$ cat src/inc/fafc_pkg.sv
// constants for the fifo alert and framing control block
//
// Function
// the warning threshold is six bits wide in the low bits, bits 7:6 read zero, reset value 8.
// nearly-full is high while free fifo space is at or below the threshold.
// nearly-empty is high while the fifo byte count is at or below the threshold.
// writing one to control bit 7 stops the timer at once.
// writing one to control bit 6 starts the timer at once.
// both timer strobe bits always read back as zero.
// writing one to the copy bit pushes the 10 identifier bytes into the fifo, then the bit clears.
// control bit 4 selects initiator when one and target when zero.
// a read-only three-bit field gives the valid bits of the last received byte, zero meaning all.
// writing one to framing bit 7 starts transmission, only while transceive is running.
// the receive alignment field sets where the first received bit lands in the first byte.
// with alignment 7 the first bit goes to bit 7 and the second to bit 0 of the next byte.
// software keeps the alignment at zero outside bitwise anticollision at 106 kbit/s.
// the three-bit transmit last-bits field sets bits sent of the last byte, 000 meaning eight.
// the monitored fifo holds 64 bytes, so free space is 64 minus the count.
// during transceive the transmitter waits in state 001 until the kick is written.
// both fifo flags are recomputed every cycle from the current count and threshold.
package fafc_pkg;
  // ----------------------------------------------------------------
  // register indices (byte address is four times the index)
  // ----------------------------------------------------------------
  localparam logic [5:0] IDX_THR = 6'h0b;
  localparam logic [5:0] IDX_CTRL = 6'h0c;
  localparam logic [5:0] IDX_FRAME = 6'h0d;
  localparam logic [5:0] IDX_IRQ_STAT = 6'h10;
  localparam logic [5:0] IDX_IRQ_CLR = 6'h11;
  localparam logic [5:0] IDX_IRQ_EN = 6'h12;
  // ----------------------------------------------------------------
  // field positions and reset values
  // ----------------------------------------------------------------
  localparam int CTRL_STOP_BIT = 7;
  localparam int CTRL_START_BIT = 6;
  localparam int CTRL_COPY_BIT = 5;
  localparam int CTRL_ROLE_BIT = 4;
  localparam int FRAME_KICK_BIT = 7;
  localparam int FRAME_ALIGN_LSB = 4;
  localparam int THR_W = 6;
  localparam logic [5:0] THR_RST = 6'h08;
  localparam logic [2:0] FIELD3_RST = 3'h0;
  localparam int IRQ_W = 4;
  localparam int IRQ_FULL = 0;
  localparam int IRQ_EMPTY = 1;
  localparam int IRQ_COPY = 2;
  localparam int IRQ_RX = 3;
  // ----------------------------------------------------------------
  // sizes and transmitter state codes
  // ----------------------------------------------------------------
  localparam int FIFO_DEPTH_DEF = 64;
  localparam int ID_BYTES_DEF = 10;
  localparam logic [2:0] MS_IDLE = 3'h0;
  localparam logic [2:0] MS_WAIT_KICK = 3'h1;
  localparam logic [2:0] MS_SENDING = 3'h3;
  typedef enum logic [1:0] {TX_IDLE, TX_WAIT_KICK, TX_SENDING, TX_HOLD} fafc_tx_st_t;
endpackage

$ cat src/logic/fafc_id_copy.sv
// pushes the stored identifier into the fifo one byte per cycle
`timescale 1ns/10ps
`default_nettype none
module fafc_id_copy
  import fafc_pkg::*;
#(
  parameter int ID_BYTES = ID_BYTES_DEF
)
(
  // system
  input wire logic clk_i,
  input wire logic rst_i,
  // control
  input wire logic start_i,
  input wire logic [ID_BYTES*8-1:0] id_i,
  output logic busy_o,
  output logic done_o,
  // fifo write side
  output logic push_o,
  output logic [7:0] data_o
);
  if (ID_BYTES < 1 || ID_BYTES > 15)
  begin : g_chk
    $error("fafc_id_copy: ID_BYTES out of range");
  end

  logic [3:0] cnt_r;
  logic [4:0] run_r;
  wire last_w = (cnt_r == 4'(ID_BYTES - 1));

  // byte counter, low byte first
  always_ff @(posedge clk_i)
  begin
    if (rst_i)
    begin
      busy_o <= 1'b0;
      cnt_r <= 4'h0;
      push_o <= 1'b0;
      data_o <= 8'h00;
      done_o <= 1'b0;
    end
    else
    begin
      push_o <= busy_o;
      data_o <= busy_o ? id_i[cnt_r*8 +: 8] : 8'h00; // no index past the last byte
      done_o <= busy_o && last_w;
      if (start_i && !busy_o)
      begin
        busy_o <= 1'b1;
        cnt_r <= 4'h0;
      end
      else if (busy_o)
      begin
        busy_o <= !last_w;
        cnt_r <= cnt_r + 4'h1;
      end
    end
  end

  // length of the current run of pushes, helper for the check below
  always_ff @(posedge clk_i)
  begin
    if (rst_i)
      run_r <= 5'h00;
    else
      run_r <= push_o ? run_r + 5'h01 : 5'h00;
  end

  // every run of pushes is exactly one identifier long
  a_copy_count: assert property (@(posedge clk_i) disable iff (rst_i)
    $fell(push_o) |-> run_r == 5'(ID_BYTES))
    else $error("identifier copy did not push exactly one identifier");

  // pushing begins two cycles after the start
  a_copy_start: assert property (@(posedge clk_i) disable iff (rst_i)
    start_i && !busy_o |=> ##1 push_o)
    else $error("identifier copy did not start pushing");
endmodule
`default_nettype wire

$ cat src/logic/fafc_rx_align.sv
// packs received bits into bytes starting at the chosen bit position
`timescale 1ns/10ps
`default_nettype none
module fafc_rx_align
  import fafc_pkg::*;
(
  // system
  input wire logic clk_i,
  input wire logic rst_i,
  // bit stream from the receiver
  input wire logic frame_start_i,
  input wire logic bit_valid_i,
  input wire logic bit_i,
  input wire logic frame_end_i,
  input wire logic [2:0] align_i,
  // packed bytes
  output logic push_o,
  output logic [7:0] data_o,
  output logic [2:0] last_bits_o,
  output logic done_o
);
  logic [2:0] pos_r;
  logic [7:0] byte_r;

  // state after taking this cycle's bit
  wire [7:0] byte_a = bit_valid_i ? (byte_r | (8'(bit_i) << pos_r)) : byte_r;
  wire [2:0] pos_a = bit_valid_i ? pos_r + 3'h1 : pos_r;
  wire wrap_w = bit_valid_i && (pos_r == 3'h7);
  wire part_w = frame_end_i && (pos_a != 3'h0);

  // byte assembly
  always_ff @(posedge clk_i)
  begin
    if (rst_i)
    begin
      pos_r <= 3'h0;
      byte_r <= 8'h00;
      push_o <= 1'b0;
      data_o <= 8'h00;
      last_bits_o <= FIELD3_RST;
      done_o <= 1'b0;
    end
    else
    begin
      push_o <= wrap_w || part_w;
      data_o <= byte_a;
      done_o <= frame_end_i;
      if (frame_end_i)
        last_bits_o <= pos_a;
      if (frame_start_i)
      begin
        pos_r <= align_i;
        byte_r <= 8'h00;
      end
      else if (wrap_w || frame_end_i)
      begin
        pos_r <= 3'h0;
        byte_r <= 8'h00;
      end
      else
      begin
        pos_r <= pos_a;
        byte_r <= byte_a;
      end
    end
  end

  // alignment 7: the first bit alone fills the first byte
  a_align_wrap: assert property (@(posedge clk_i) disable iff (rst_i)
    frame_start_i && align_i == 3'h7 ##1 bit_valid_i && !frame_start_i
    |=> push_o && data_o[7] == $past(bit_i) && data_o[6:0] == 7'h00)
    else $error("alignment seven did not close the first byte");
endmodule
`default_nettype wire

$ cat src/logic/fafc_top.sv
// fifo alert, timer strobes, identifier copy and bit framing registers
//
// Chosen here: the Wishbone register port.
`timescale 1ns/10ps
`default_nettype none
module fafc_top
  import fafc_pkg::*;
#(
  parameter int FIFO_DEPTH = FIFO_DEPTH_DEF,
  parameter int ID_BYTES = ID_BYTES_DEF
)
(
  // system
  input wire logic clk_i,
  input wire logic rst_i,
  // wishbone slave
  input wire logic wb_cyc_i,
  input wire logic wb_stb_i,
  input wire logic wb_we_i,
  input wire logic [7:0] wb_adr_i,
  input wire logic [3:0] wb_sel_i,
  input wire logic [31:0] wb_dat_i,
  output logic [31:0] wb_dat_o,
  output logic wb_ack_o,
  output logic irq_o,
  // fifo monitor
  input wire logic [6:0] fifo_level_i,
  output logic fifo_nearly_full_flag_o,
  output logic fifo_nearly_empty_flag_o,
  // timer
  output logic timer_start_strobe_o,
  output logic timer_stop_strobe_o,
  // identifier copy into the fifo
  input wire logic [ID_BYTES*8-1:0] stored_peer_identifier_i,
  output logic id_push_o,
  output logic [7:0] id_data_o,
  // role and transmitter
  output logic initiator_o,
  input wire logic transceive_active_i,
  input wire logic tx_done_i,
  output logic transmit_kick_o,
  output logic [2:0] modem_state_o,
  output logic [2:0] tx_bits_last_byte_o,
  // receiver bit stream
  input wire logic rx_frame_start_i,
  input wire logic rx_bit_valid_i,
  input wire logic rx_bit_i,
  input wire logic rx_frame_end_i,
  output logic rx_push_o,
  output logic [7:0] rx_data_o
);
  if (FIFO_DEPTH < 2 || FIFO_DEPTH > 127)
  begin : g_chk
    $error("fafc_top: FIFO_DEPTH out of range");
  end

  // ------------------------------------------------------------------
  // bus decode
  // ------------------------------------------------------------------
  logic [5:0] thr_r;
  logic [2:0] rx_align_r;
  logic [IRQ_W-1:0] irq_status_r;
  logic [IRQ_W-1:0] irq_en_r;
  logic full_r;
  logic empty_r;
  fafc_tx_st_t tx_st_r;
  fafc_tx_st_t tx_st_nxt;
  wire copy_busy_w;
  wire copy_done_w;
  wire rx_done_w;
  wire [2:0] rx_last_w;

  // register index match
  function automatic logic hit(input logic [7:0] adr, input logic [5:0] idx);
    hit = (adr[7:2] == idx);
  endfunction

  wire acc_w = wb_cyc_i && wb_stb_i && !wb_ack_o;
  wire wr_w = acc_w && wb_we_i && wb_sel_i[0];
  wire [7:0] wd_w = wb_dat_i[7:0];
  wire hit_thr_w = hit(wb_adr_i, IDX_THR);
  wire hit_ctrl_w = hit(wb_adr_i, IDX_CTRL);
  wire hit_frame_w = hit(wb_adr_i, IDX_FRAME);
  wire hit_stat_w = hit(wb_adr_i, IDX_IRQ_STAT);
  wire hit_clr_w = hit(wb_adr_i, IDX_IRQ_CLR);
  wire hit_en_w = hit(wb_adr_i, IDX_IRQ_EN);
  wire wr_ctrl_w = wr_w && hit_ctrl_w;
  wire wr_frame_w = wr_w && hit_frame_w;

  // ------------------------------------------------------------------
  // control decode
  // ------------------------------------------------------------------
  wire stop_w = wr_ctrl_w && wd_w[CTRL_STOP_BIT];
  wire start_w = wr_ctrl_w && wd_w[CTRL_START_BIT];
  wire copy_go_w = wr_ctrl_w && wd_w[CTRL_COPY_BIT];
  wire kick_ok_w = wr_frame_w && wd_w[FRAME_KICK_BIT] && transceive_active_i
    && (tx_st_r == TX_WAIT_KICK);

  // fifo flag comparison against the current count
  wire [6:0] free_w = 7'(FIFO_DEPTH) - fifo_level_i;
  wire full_nxt_w = (free_w <= {1'b0, thr_r});
  wire empty_nxt_w = (fifo_level_i <= {1'b0, thr_r});

  // read data selection; strobes and clear register read zero
  wire [7:0] rd_ctrl_w = {2'b00, copy_busy_w, initiator_o, 1'b0, rx_last_w};
  wire [7:0] rd_frame_w = {1'b0, rx_align_r, 1'b0, tx_bits_last_byte_o};
  wire [7:0] rd_w = hit_thr_w ? {2'b00, thr_r} :
    hit_ctrl_w ? rd_ctrl_w :
    hit_frame_w ? rd_frame_w :
    hit_stat_w ? {4'h0, irq_status_r} :
    hit_en_w ? {4'h0, irq_en_r} : 8'h00;

  // interrupt events; a set in the clearing cycle wins
  wire [IRQ_W-1:0] ev_w = {rx_done_w, copy_done_w, empty_nxt_w && !empty_r,
    full_nxt_w && !full_r};
  wire [IRQ_W-1:0] clr_w = (wr_w && hit_clr_w) ? wd_w[IRQ_W-1:0] : 4'h0;
  wire [IRQ_W-1:0] stat_nxt_w = (irq_status_r & ~clr_w) | ev_w;
  wire [IRQ_W-1:0] en_nxt_w = (wr_w && hit_en_w) ? wd_w[IRQ_W-1:0] : irq_en_r;

  // transmitter state code
  function automatic logic [2:0] ms_code(input fafc_tx_st_t st);
    case (st)
      TX_WAIT_KICK: ms_code = MS_WAIT_KICK;
      TX_SENDING: ms_code = MS_SENDING;
      default: ms_code = MS_IDLE;
    endcase
  endfunction

  // ------------------------------------------------------------------
  // transmitter sequencing
  // ------------------------------------------------------------------
  always_comb
  begin
    tx_st_nxt = tx_st_r;
    case (tx_st_r)
      TX_IDLE:
        if (transceive_active_i)
          tx_st_nxt = TX_WAIT_KICK;
      TX_WAIT_KICK:
        if (!transceive_active_i)
          tx_st_nxt = TX_IDLE;
        else if (kick_ok_w)
          tx_st_nxt = TX_SENDING;
      TX_SENDING:
        if (tx_done_i || !transceive_active_i)
          tx_st_nxt = TX_HOLD;
      TX_HOLD:
        if (!transceive_active_i)
          tx_st_nxt = TX_IDLE;
      default:
        tx_st_nxt = TX_IDLE;
    endcase
  end

  // ------------------------------------------------------------------
  // registers
  // ------------------------------------------------------------------
  // bus answer, registered ack one cycle after the strobe
  always_ff @(posedge clk_i)
  begin
    if (rst_i)
    begin
      wb_ack_o <= 1'b0;
      wb_dat_o <= 32'h0000_0000;
    end
    else
    begin
      wb_ack_o <= acc_w;
      if (acc_w)
        wb_dat_o <= {24'h00_0000, rd_w};
    end
  end

  // software written fields
  always_ff @(posedge clk_i)
  begin
    if (rst_i)
    begin
      thr_r <= THR_RST;
      initiator_o <= 1'b0;
      rx_align_r <= FIELD3_RST;
      tx_bits_last_byte_o <= FIELD3_RST;
    end
    else
    begin
      if (wr_w && hit_thr_w)
        thr_r <= wd_w[THR_W-1:0];
      if (wr_ctrl_w)
        initiator_o <= wd_w[CTRL_ROLE_BIT];
      if (wr_frame_w)
      begin
        rx_align_r <= wd_w[FRAME_ALIGN_LSB +: 3];
        tx_bits_last_byte_o <= wd_w[2:0];
      end
    end
  end

  // strobes, flags, interrupt, transmitter state
  always_ff @(posedge clk_i)
  begin
    if (rst_i)
    begin
      timer_stop_strobe_o <= 1'b0;
      timer_start_strobe_o <= 1'b0;
      transmit_kick_o <= 1'b0;
      full_r <= 1'b0;
      empty_r <= 1'b0;
      irq_status_r <= 4'h0;
      irq_en_r <= 4'h0;
      irq_o <= 1'b0;
      tx_st_r <= TX_IDLE;
      modem_state_o <= MS_IDLE;
    end
    else
    begin
      timer_stop_strobe_o <= stop_w;
      timer_start_strobe_o <= start_w;
      transmit_kick_o <= kick_ok_w;
      full_r <= full_nxt_w;
      empty_r <= empty_nxt_w;
      irq_status_r <= stat_nxt_w;
      irq_en_r <= en_nxt_w;
      irq_o <= |(stat_nxt_w & en_nxt_w);
      tx_st_r <= tx_st_nxt;
      modem_state_o <= ms_code(tx_st_nxt);
    end
  end

  assign fifo_nearly_full_flag_o = full_r;
  assign fifo_nearly_empty_flag_o = empty_r;

  // ------------------------------------------------------------------
  // submodules
  // ------------------------------------------------------------------
  fafc_id_copy #(
    .ID_BYTES(ID_BYTES)
  ) u_copy (
    .clk_i(clk_i),
    .rst_i(rst_i),
    .start_i(copy_go_w),
    .id_i(stored_peer_identifier_i),
    .busy_o(copy_busy_w),
    .done_o(copy_done_w),
    .push_o(id_push_o),
    .data_o(id_data_o)
  );

  fafc_rx_align u_rx (
    .clk_i(clk_i),
    .rst_i(rst_i),
    .frame_start_i(rx_frame_start_i),
    .bit_valid_i(rx_bit_valid_i),
    .bit_i(rx_bit_i),
    .frame_end_i(rx_frame_end_i),
    .align_i(rx_align_r),
    .push_o(rx_push_o),
    .data_o(rx_data_o),
    .last_bits_o(rx_last_w),
    .done_o(rx_done_w)
  );

  // ------------------------------------------------------------------
  // checks
  // ------------------------------------------------------------------
  a_thr_reset: assert property (@(posedge clk_i)
    rst_i |=> thr_r == 6'h08 && wb_dat_o == 32'h0000_0000)
    else $error("threshold not eight after reset");

  a_full_flag: assert property (@(posedge clk_i) disable iff (rst_i)
    !$past(rst_i) |-> fifo_nearly_full_flag_o ==
      ((7'd64 - $past(fifo_level_i)) <= {1'b0, $past(thr_r)}))
    else $error("nearly full flag wrong");

  a_empty_flag: assert property (@(posedge clk_i) disable iff (rst_i)
    !$past(rst_i) |-> fifo_nearly_empty_flag_o ==
      ($past(fifo_level_i) <= {1'b0, $past(thr_r)}))
    else $error("nearly empty flag wrong");

  a_stop_pulse: assert property (@(posedge clk_i) disable iff (rst_i)
    wr_ctrl_w && wb_dat_i[7] |=> timer_stop_strobe_o ##1 !timer_stop_strobe_o)
    else $error("timer stop strobe not a single pulse");

  a_start_pulse: assert property (@(posedge clk_i) disable iff (rst_i)
    wr_ctrl_w && wb_dat_i[6] |=> timer_start_strobe_o ##1 !timer_start_strobe_o)
    else $error("timer start strobe not a single pulse");

  a_strobe_readzero: assert property (@(posedge clk_i) disable iff (rst_i)
    acc_w && !wb_we_i && hit_ctrl_w |=> wb_ack_o && wb_dat_o[7:6] == 2'b00)
    else $error("timer strobe bits read nonzero");

  a_kick_gated: assert property (@(posedge clk_i) disable iff (rst_i)
    transmit_kick_o |-> $past(transceive_active_i) && modem_state_o == 3'h3)
    else $error("kick without transceive");

  a_wait_kick: assert property (@(posedge clk_i) disable iff (rst_i)
    modem_state_o == 3'h1 && transceive_active_i && !kick_ok_w |=> modem_state_o == 3'h1)
    else $error("left wait state without kick");

  a_irq_level: assert property (@(posedge clk_i) disable iff (rst_i)
    irq_o == |(irq_status_r & irq_en_r))
    else $error("interrupt level wrong");
endmodule
`default_nettype wire

$ cat config.mk
export PLATFORM = sky130hd
export DESIGN_NAME = fafc_top
export DESIGN_NICKNAME = d
export VERILOG_FILES = /design/src/inc/fafc_pkg.sv /design/src/logic/fafc_id_copy.sv /design/src/logic/fafc_rx_align.sv /design/src/logic/fafc_top.sv
export SDC_FILE = /design/constraint.sdc
export NUM_CORES = 1
export LEC_CHECK = 0
export ABC_CLOCK_PERIOD_IN_PS = 6400
export BUFFER_PORTS_ARGS = -buffer_cell sky130_fd_sc_hd__buf_4
export CAP_MARGIN = 20
export CORE_AREA = 3 3 106 108
export DETAILED_ROUTE_END_ITERATION = 6
export DIE_AREA = 0 0 109 111
export PLACE_DENSITY = 0.8
export SYNTH_ARGS = -nofsm -noshare
export SYNTH_HDL_FRONTEND = slang
export SYNTH_SLANG_ARGS = --single-unit
$ cat constraint.sdc
create_clock -name clk_i -period 6.4 [get_ports clk_i]
set_input_delay 0.64 -clock clk_i [delete_from_list [all_inputs] [get_ports clk_i]]
set_output_delay 0.64 -clock clk_i [all_outputs]
set_load 0.02 [all_outputs]
* After elaboration in Yosys (flattened, before gate mapping)
Cells that the tools add are included.
Storage, ports and cells: register bits after elaboration 80, bits in latches 0, bits in writable memories 0, ROM bits 0, bits of input ports 142, output and inout bits 64, memories kept 0
Cells by class: add/sub/neg operators 3, $mul 0, divide/modulo/power cells 0, magnitude comparators 2, equality and inequality tests 13, shifts and indexed selects 2, muxes and demuxes 20, bitwise logic cells 6, reduce and logical (&&, ||, !) cells 36
Operators with widths (count):
- indexed part select 80 x 8 -> 8 bit | 1
- logical AND 1 bit | 21
- 2-to-1 mux 7 bit | 3
- equality test 6 x 4 -> 1 bit (second input constant) | 3
- equality test 6 x 5 -> 1 bit (second input constant) | 3
- 2-to-1 mux 4 bit | 4
- less-or-equal comparator 7 x 6 -> 1 bit | 2
- 2-to-1 mux 2 bit | 5
- 2-to-1 mux 3 bit | 3
- AND 4 bit | 2
- 2-to-1 mux 8 bit | 1
- bitwise OR 8 bit | 1
- one-hot mux 2 bit (4 select lines) | 1
- left shift 1 x 3 -> 8 bit | 1
- subtractor 7 bit (first input constant) | 1
- equality test 2 bit (second input constant) | 3
- zero test 1 bit | 6
- adder 4 x 1 -> 4 bit (second input constant) | 1
- equality test 2 x 1 -> 1 bit (second input constant) | 2
- equality test 4 bit (second input constant) | 1
- NOT 4 bit | 1
- bitwise OR 4 bit | 1
- one-hot mux 2 bit (2 select lines) | 1
- OR reduction 2 bit | 2
- 9 further kinds | 12

* Depth between registers and ports, before layout
Gate-level depths: netlist of run 1.
word-level depth 13, mapped depth 10

* Hierarchy
Synthesis of run 1 repeated with hierarchy kept, for this count alone.
Unflattened totals: cells, all modules 469, area, all modules 4340.4 sq um
Modules (own cells, without submodules):
- fafc_top | instances 1, cells an instance 258, area an instance 2265.9 sq um
- fafc_id_copy | instances 1, cells an instance 119, area an instance 1197.4 sq um
- fafc_rx_align | instances 1, cells an instance 92, area an instance 877.1 sq um

* Least setup slack after synthesis of run 1
No wires, ideal clock.
kind input to register, start input fifo_level_i[2], end register irq_o, arrival 2.481 ns, data required time 6.278 ns, path slack 3.798 ns, stages 9, path buffers 0, cell sequence or3_1 nor3_1 xnor2_1 ha_1 nand3_1 a21o_1 a21o_1 a32o_1 a221o_1
Between the ends: longest elaborated chain between the ends 6
Ends and longest elaborated chain:
- from (decl) | RTL line fafc_top.sv:27 | input wire logic [6:0] fifo_level_i,
- subtractor 7 bit | RTL line fafc_top.sv:100 | wire [6:0] free_w = 7'(FIFO_DEPTH) - fifo_level_i;
- less-or-equal comparator 7 x 6 -> 1 bit | RTL line fafc_top.sv:101 | wire full_nxt_w = (free_w <= {1'b0, thr_r});
- logical AND 1 bit | RTL line fafc_top.sv:115 | full_nxt_w && !full_r};
- bitwise OR 4 bit * | RTL line fafc_top.sv:117 | wire [IRQ_W-1:0] stat_nxt_w = (irq_status_r & ~clr_w) | ev_w;
- AND 4 bit * | RTL line fafc_top.sv:223 | irq_o <= |(stat_nxt_w & en_nxt_w);
- OR reduction 4 bit * | RTL line fafc_top.sv:223
- to (signal assigned) | RTL line fafc_top.sv:223
- to (decl) | RTL line fafc_top.sv:25 | output logic irq_o,
Every way passes the cells marked *; elsewhere a longest branch is shown, timed or not. A chain may end at the register's enable or synchronous reset.

* Worst setup path in the final report of run 1
start input wb_adr_i[6], end register modem_state_o[0]
Between the ends: longest elaborated chain between the ends 10
Ends and longest elaborated chain:
- from (decl) | RTL line fafc_top.sv:20 | input wire logic [7:0] wb_adr_i,
- equality test 6 x 4 -> 1 bit * | RTL line fafc_top.sv:75 | hit = (adr[7:2] == idx);
- logical AND 1 bit * | RTL line fafc_top.sv:88 | wire wr_frame_w = wr_w && hit_frame_w;
- logical AND 1 bit * (2 in a row) | RTL line fafc_top.sv:96 | wire kick_ok_w = wr_frame_w && wd_w[FRAME_KICK_BIT] && transceive_active_i
- logical AND 1 bit * | RTL line fafc_top.sv:97 | && (tx_st_r == TX_WAIT_KICK);
- 2-to-1 mux 2 bit * | RTL line fafc_top.sv:142 | else if (kick_ok_w)
- 2-to-1 mux 2 bit * | RTL line fafc_top.sv:140 | if (!transceive_active_i)
- one-hot mux 2 bit (4 select lines) * | RTL line fafc_top.sv:135 | case (tx_st_r)
- via tx_st_nxt[1] | RTL line fafc_top.sv:67 | fafc_tx_st_t tx_st_nxt;
- equality test 2 bit / equality test 2 x 1 -> 1 bit (equally long branches) | RTL line fafc_top.sv:122 | case (st)
- one-hot mux 2 bit (2 select lines) * | RTL line fafc_top.sv:122
- to (signal assigned) | RTL line fafc_top.sv:225 | modem_state_o <= ms_code(tx_st_nxt);
- to (decl) | RTL line fafc_top.sv:42 | output logic [2:0] modem_state_o,
Mark *: on every way through the listed nets, which the timed path passes. The rest lies on a longest branch.

==> flow_summary.toml, run 1 <==
[outcome]
status = "finished, final reports clean"

[sta]
rsz0062_at_grt = "false"
tns_ns = 0
slew_headroom = 0.4437
hold_slack_ns = 0.4614
finalClockSkew_ns = 0.01384
fmax_mhz = 365.3
fin_crit_ns = 2.737
hold_viol_final = 0
setup_viol = 0
slew_violations = 0
tightest_slew_ns = 0.8344
period_share = 0.4277

[cts]
clk_latency_ns = 0.35
cts_hold_buf = 0
cts_root_buf = "clkbuf_8"
cts_tree = "yes"
cts_buffer_depth = 2
clk_pin_slew_ns = 0.09
post-cts-setup-buffers = 0
cts_resized = 0
cts_inserted_buffers = 9
cts_sinks = 78
htreeDepth = 3

[logic_synthesis]
synth_top_area_frac = 0.3758
ys_seq_elements = 78
synth_area_leaders = "dfxtp_1, mux2i_1, mux4_2"
netlist-cell-type-count = 55
ys_top_cells_by_count = "dfxtp_1, nor2_1, mux2i_1"
synth_warnings = 0
synth.largest_area_cell = "dfxtp_1"
synth-edff-count = 0
syn_area_um2 = 4155
syn_avg_cell_area_um2 = 9.663
synth-seq-area-share = 0.3758
synthArstFlopShare = 0
yosysMostFrequentCell = "dfxtp_1"
syn-instance-count = 430
synthFlopType = "dfxtp_1"

[floorplan]
die_w_um = 109
dieArea_um2 = 12100
ios = 206
core-area_um2 = 10320
start_util = 0.4025
rows = 37
fp.dieH_um = 111

[critical_path]
r2r_cells = 7
path_max_fanout = 8
critPathBufInv = 1
crit_family = "simple AND/OR/NAND/NOR gates"
reg2reg_slack_ns = 4.13
required_ns = 6.69
path_common_cell = "nor2_1"
endpoint_kind = "flop"
max_stage_delay_ns = 0.52
critPathKind = "primary input to flop"
cp_slowest_cell = "nor2b_1"
cp-start-kind = "primary input"
cp.depth = 8
cp_cell_sequence = "buf_4 > nor4bb_1 > nor2b_1 > nand3_1 > nor2_1 > a2bb2oi_1 > ha_1 > nor2_1"
worst_ep_arrival_time_ns = 3.03

[finish]
regArea_um2 = 1563
area_growth_pct = 32.25
multi_input_area_um2 = 2349
instances_no_fill = 710
final_cell_area_um2 = 5495
drive_gt1_frac = 0.3362
n_antenna_cell = 0
nets = 728
num-fill-cells = 891

[routing]
wirelength_um = 10910
routedWlPerCell_um = 15.37
via_per_inst = 5.141
firstDrtPassIters = 4
ant_nets = 0
drt-initial-drc-count = 180
vias = 3650
drc = 0

[place]
place.gp.congestion = 0.8793
place_area_um2 = 5264
placedCellCount = 693
io_buffers = 150
dp_hpwl_um = 8704

[hold_path]
worstHoldPathType = "flop to flop"
hold_depth = 2

[grt]
grt_pass1_wl_um = 17190
antenna_found_initial = 0
grt_pass1_vias = 3672
grtUsageTotal = 0.1781
overflow = 0
grt_max_degree = 49

[power_and_ir_drop]
p_comb_frac = 0.140
switching_share = 0.2511
p_clk_frac = 0.392
power.share.sequential = 0.468
intPower_uw = 792.5
power_uw = 1058
power_switching_uw = 265.8
total_leakage_power_uw = 0.002395
vdd_drop_max_mv = 0.1031
p_per_area_nw_per_um2 = 192.6

[job]
cap_violations = 0
through the flow:
step	setup WS, ns	utilization
after floorplan	3.798	-
after global placement	3.396	0.5099
after detailed placement	3.346	0.5099
after CTS	3.697	0.5318
after global routing	3.453	0.5323
final	3.663	0.5323
worst register-to-register path, stage by stage (launching register included):
cell       delay [ns]
dfxtp_1          0.32
nand3b_1         0.40
nor2_1           0.21
nand3_1          0.41
nor2_1           0.33
a2bb2oi_1        0.20
ha_1             0.25
nor2_1           0.10
cells in the final DEF, fill, tap and decap left out, types with 3 or more instances in the layout:
master and n:
a211oi_1 4, a21o_1 6, a21oi_1 14, a221oi_1 3
a22oi_1 3, a31oi_1 8, and2_1 20, and3_1 4
buf_4 150, clkbuf_8 9, conb_1 26, dfxtp_1 77
ha_1 17, inv_1 15, inv_6 3, mux2_2 4
mux2i_1 39, mux4_2 16, nand2_1 19, nand2b_1 3
nand3_1 6, nand3b_1 5, nand4_1 3, nor2_1 55
nor2b_1 7, nor3_1 5, o22ai_1 9, xnor2_1 5
xor2_1 4
path summary, 6_finish.rpt:
check,from,endpoint
setup / recovery,wb_adr_i[6],modem_state_o[0]$_SDFF_PP0_
hold / removal,wb_dat_o[6]$_SDFFE_PP0N_,wb_dat_o[6]$_SDFFE_PP0N_
setup reg to reg,wb_ack_o$_SDFF_PP0_,modem_state_o[0]$_SDFF_PP0_
hold reg to reg,wb_dat_o[6]$_SDFFE_PP0N_,wb_dat_o[6]$_SDFFE_PP0N_
sequential cells by signal (all words and copies together) (netlist names), 2 cells and up:
register             flops
tx_st_r                  2
irq_status_r             4
u_copy.cnt_r             4
u_rx.data_o              8
u_rx.pos_r               3
u_copy.data_o            8
irq_en_r                 4
thr_r                    6
tx_bits_last_byte_o      3
u_rx.last_bits_o         3
rx_align_r               3
u_rx.byte_r              8
modem_state_o            2
wb_dat_o                 7
cell type report:
cell class              instances  share of cell area
multi-input cells             314              0.4274
flip-flops and latches         78              0.2844
repair buffers                151              0.2058
well taps                     136             0.03097
clock buffers                   9             0.02254
clock inverters                 7             0.01867
inverters                      15             0.01025
power groups by stage:
stage	clock, uW	combinational, uW	sequential, uW
floorplan	0	79.6	510
global placement	0	142	507
detailed placement	0	147	507
CTS	424	147	495
global route	446	160	496
finish	415	148	496
metal layers:
| layer | GRT usage | wire [um] | up-vias |
|---|---|---|---|
| met5 | 0 | 0 | - |
| met4 | 0.06902 | 246 | 0 |
| li1 | - | - | 1761 |
| met1 | 0.1997 | 3999 | 1693 |
| met2 | 0.3145 | 5657 | 179 |
| met3 | 0.04834 | 1011 | 17 |
logic make-up (layout without fill, tap and decap cells):
kind of cell / Yosys count / count (layout) / share of synthesized area
flops: 78 / 78 / 0.3758
compound gates: 63 / 63 / 0.1042
xor+xnor: 9 / 9 / 0.01897
simple gates: 140 / 140 / 0.1759
fa+ha+maj: 17 / 17 / 0.05119
other cells: 1 / 26 / 0.0009025
buf+inv: 63 / 182 / 0.08160
mux: 59 / 59 / 0.1915
No activity file was read; power rests on OpenSTA's default activity.
==> run 2: changes to the inputs <==
Settings changed: ABC_CLOCK_PERIOD_IN_PS 6400 to 2200, PLACE_DENSITY 0.8 to 0.82.
Clock period 6.4 ns to 2.2 ns, I/O delays scaled along.
==> run 2 against run 1 <==
Compared with the run above:
- power grew to 3.0 times the previous value
- final cell count is 1.8% higher
- first-iteration DRC count is 3.9% lower
- clock power grew to 3.1 times the previous value
==> flow_summary.toml, run 2 (synthesis results as in run 1) <==
[cts]
cts_root_buf = "clkbuf_8"
htreeDepth = 3
cts_sinks = 78
clk_pin_slew_ns = 0.08
cts_inserted_buffers = 9
cts_hold_buf = 0
clk_latency_ns = 0.34
cts_resized = 0
cts_buffer_depth = 2
post-cts-setup-buffers = 0
cts_tree = "yes"

[place]
place_ws_ns = -0.2368
place_area_um2 = 5380
place.gp.congestion = 0.8727
io_buffers = 150
dp_hpwl_um = 9138

[critical_path]
max_stage_delay_ns = 0.38
endpoint = "irq_o$_SDFF_PP0_"
cp.depth = 10
worst_ep_arrival_time_ns = 2.30
critPathKind = "primary input to flop"
r2r_end = "irq_o$_SDFF_PP0_"
r2r_cells = 7
path_common_cell = "a21o_1"
cp-start-kind = "primary input"
endpoint_kind = "flop"
reg2reg_slack_ns = 0.25
crit_path_start = "fifo_level_i[2]"
critPathBufInv = 1
cp_slowest_cell = "or3_1"
path_max_fanout = 2
cp_cell_sequence = "buf_4 > or3_1 > nor3_1 > xnor2_1 > ha_1 > nand3_1 > a21o_1 > a21o_1 > a32o_1 > a221o_1"
r2r_start = "thr_r[5]$_SDFFE_PP0P_"
crit_family = "compound AO/OA/AOI/OAI gates"
required_ns = 2.44

[power_and_ir_drop]
vdd_drop_max_mv = 0.3213
total_leakage_power_uw = 0.002471
p_per_area_nw_per_um2 = 566.3

[grt]
grt_max_degree = 29
grtUsageTotal = 0.1828
grt_pass1_wl_um = 17450
antenna_found_initial = 0
grt_pass1_vias = 3667
overflow = 0

[finish]
final_cell_area_um2 = 5628
regArea_um2 = 1562
n_antenna_cell = 0
drive_gt1_frac = 0.3475
area_growth_pct = 35.44
nets = 741
reg_top3 = "u_copy.data_o x8, u_rx.byte_r x8, u_rx.data_o x8"
final_common_cell = "buf_4"
num-fill-cells = 906
fin_util = 0.5451
multi_input_area_um2 = 2349
layout_common_cells = "buf_4, dfxtp_1, nor2_1, mux2i_1, conb_1"

[sta]
setup_ws_ns = 0.1374
setup_viol = 0
rsz0062_at_grt = "false"
tns_ns = 0
finalClockSkew_ns = 0.004667
slew_headroom = 0.6027
period_share = 0.9375
slew_violations = 0
fmax_mhz = 484.8
tightest_slew_ns = 0.5951
hold_slack_ns = 0.1115
hold_viol_final = 0
fin_crit_ns = 2.063

[floorplan]
dieArea_um2 = 12100
start_util = 0.4025
ios = 206
fp.dieH_um = 111
core-area_um2 = 10320
die_w_um = 109
rows = 37

[hold_path]
worstHoldPathType = "primary input to flop"

[routing]
routedWlPerCell_um = 15.57
ant_nets = 0
firstDrtPassIters = 4
drc = 0
drt-initial-drc-count = 173
via_per_inst = 5.080
vias = 3673
wirelength_um = 11260

[outcome]
status = "finished, final reports clean"

[job]
cap_violations = 0
[run 2: per-layer routing]
| metal | global-route usage | wire [um] | vias to the layer above |
|---|---|---|---|
| met2 | 0.3227 | 5720 | 179 |
| met4 | 0.07323 | 331 | 0 |
| met1 | 0.2074 | 4252 | 1693 |
| met3 | 0.04426 | 953 | 20 |
| li1 | - | - | 1781 |
| met5 | 0 | 0 | - |
[run 2: where the power goes]
group | leakage (uW) | internal [uW] | total, uW | switching (uW)
clock network | 0.000120 | 787 | 1300 | 517
logic | 0.00172 | 231 | 443 | 212
registers | 0.000631 | 1430 | 1440 | 11.0
total | 0.00247 | 2450 | 3190 | 740
[run 2: through the flow]
stage,std cells,total power (uW)
3_5_place_dp,707,1915
6_report,723,3187
4_1_cts,723,3225
5_1_grt,723,3325
3_3_place_gp,707,1905
2_1_floorplan,455,1714
[run 2: cell type report]
cell class / instances / area share
multi-input combinational: 314 / 0.4173
clock buffer: 11 / 0.02512
clock inverter: 5 / 0.01890
sequential: 78 / 0.2775
inverter: 15 / 0.01000
timing repair buffer: 164 / 0.2210
tap: 136 / 0.03024
[run 2: how the worst min path moves through the flow]
| stage | from | end | slack, ns | cells after the start |
|---|---|---|---|---|
| floorplan | wb_dat_i[3] | thr_r[3]$_SDFFE_PP1P_ | 0.36 | 2 |
| global placement | wb_dat_o[6]$_SDFFE_PP0N_ | wb_dat_o[6]$_SDFFE_PP0N_ | 0.44 | 2 |
| detailed placement | wb_dat_o[3]$_SDFFE_PP0N_ | wb_dat_o[3]$_SDFFE_PP0N_ | 0.45 | 2 |
| CTS | wb_dat_i[7] | timer_stop_strobe_o$_SDFF_PP0_ | 0.1 | 2 |
| global route | wb_dat_i[7] | timer_stop_strobe_o$_SDFF_PP0_ | 0.10 | 2 |
| finish | wb_dat_i[7] | timer_stop_strobe_o$_SDFF_PP0_ | 0.11 | 2 |
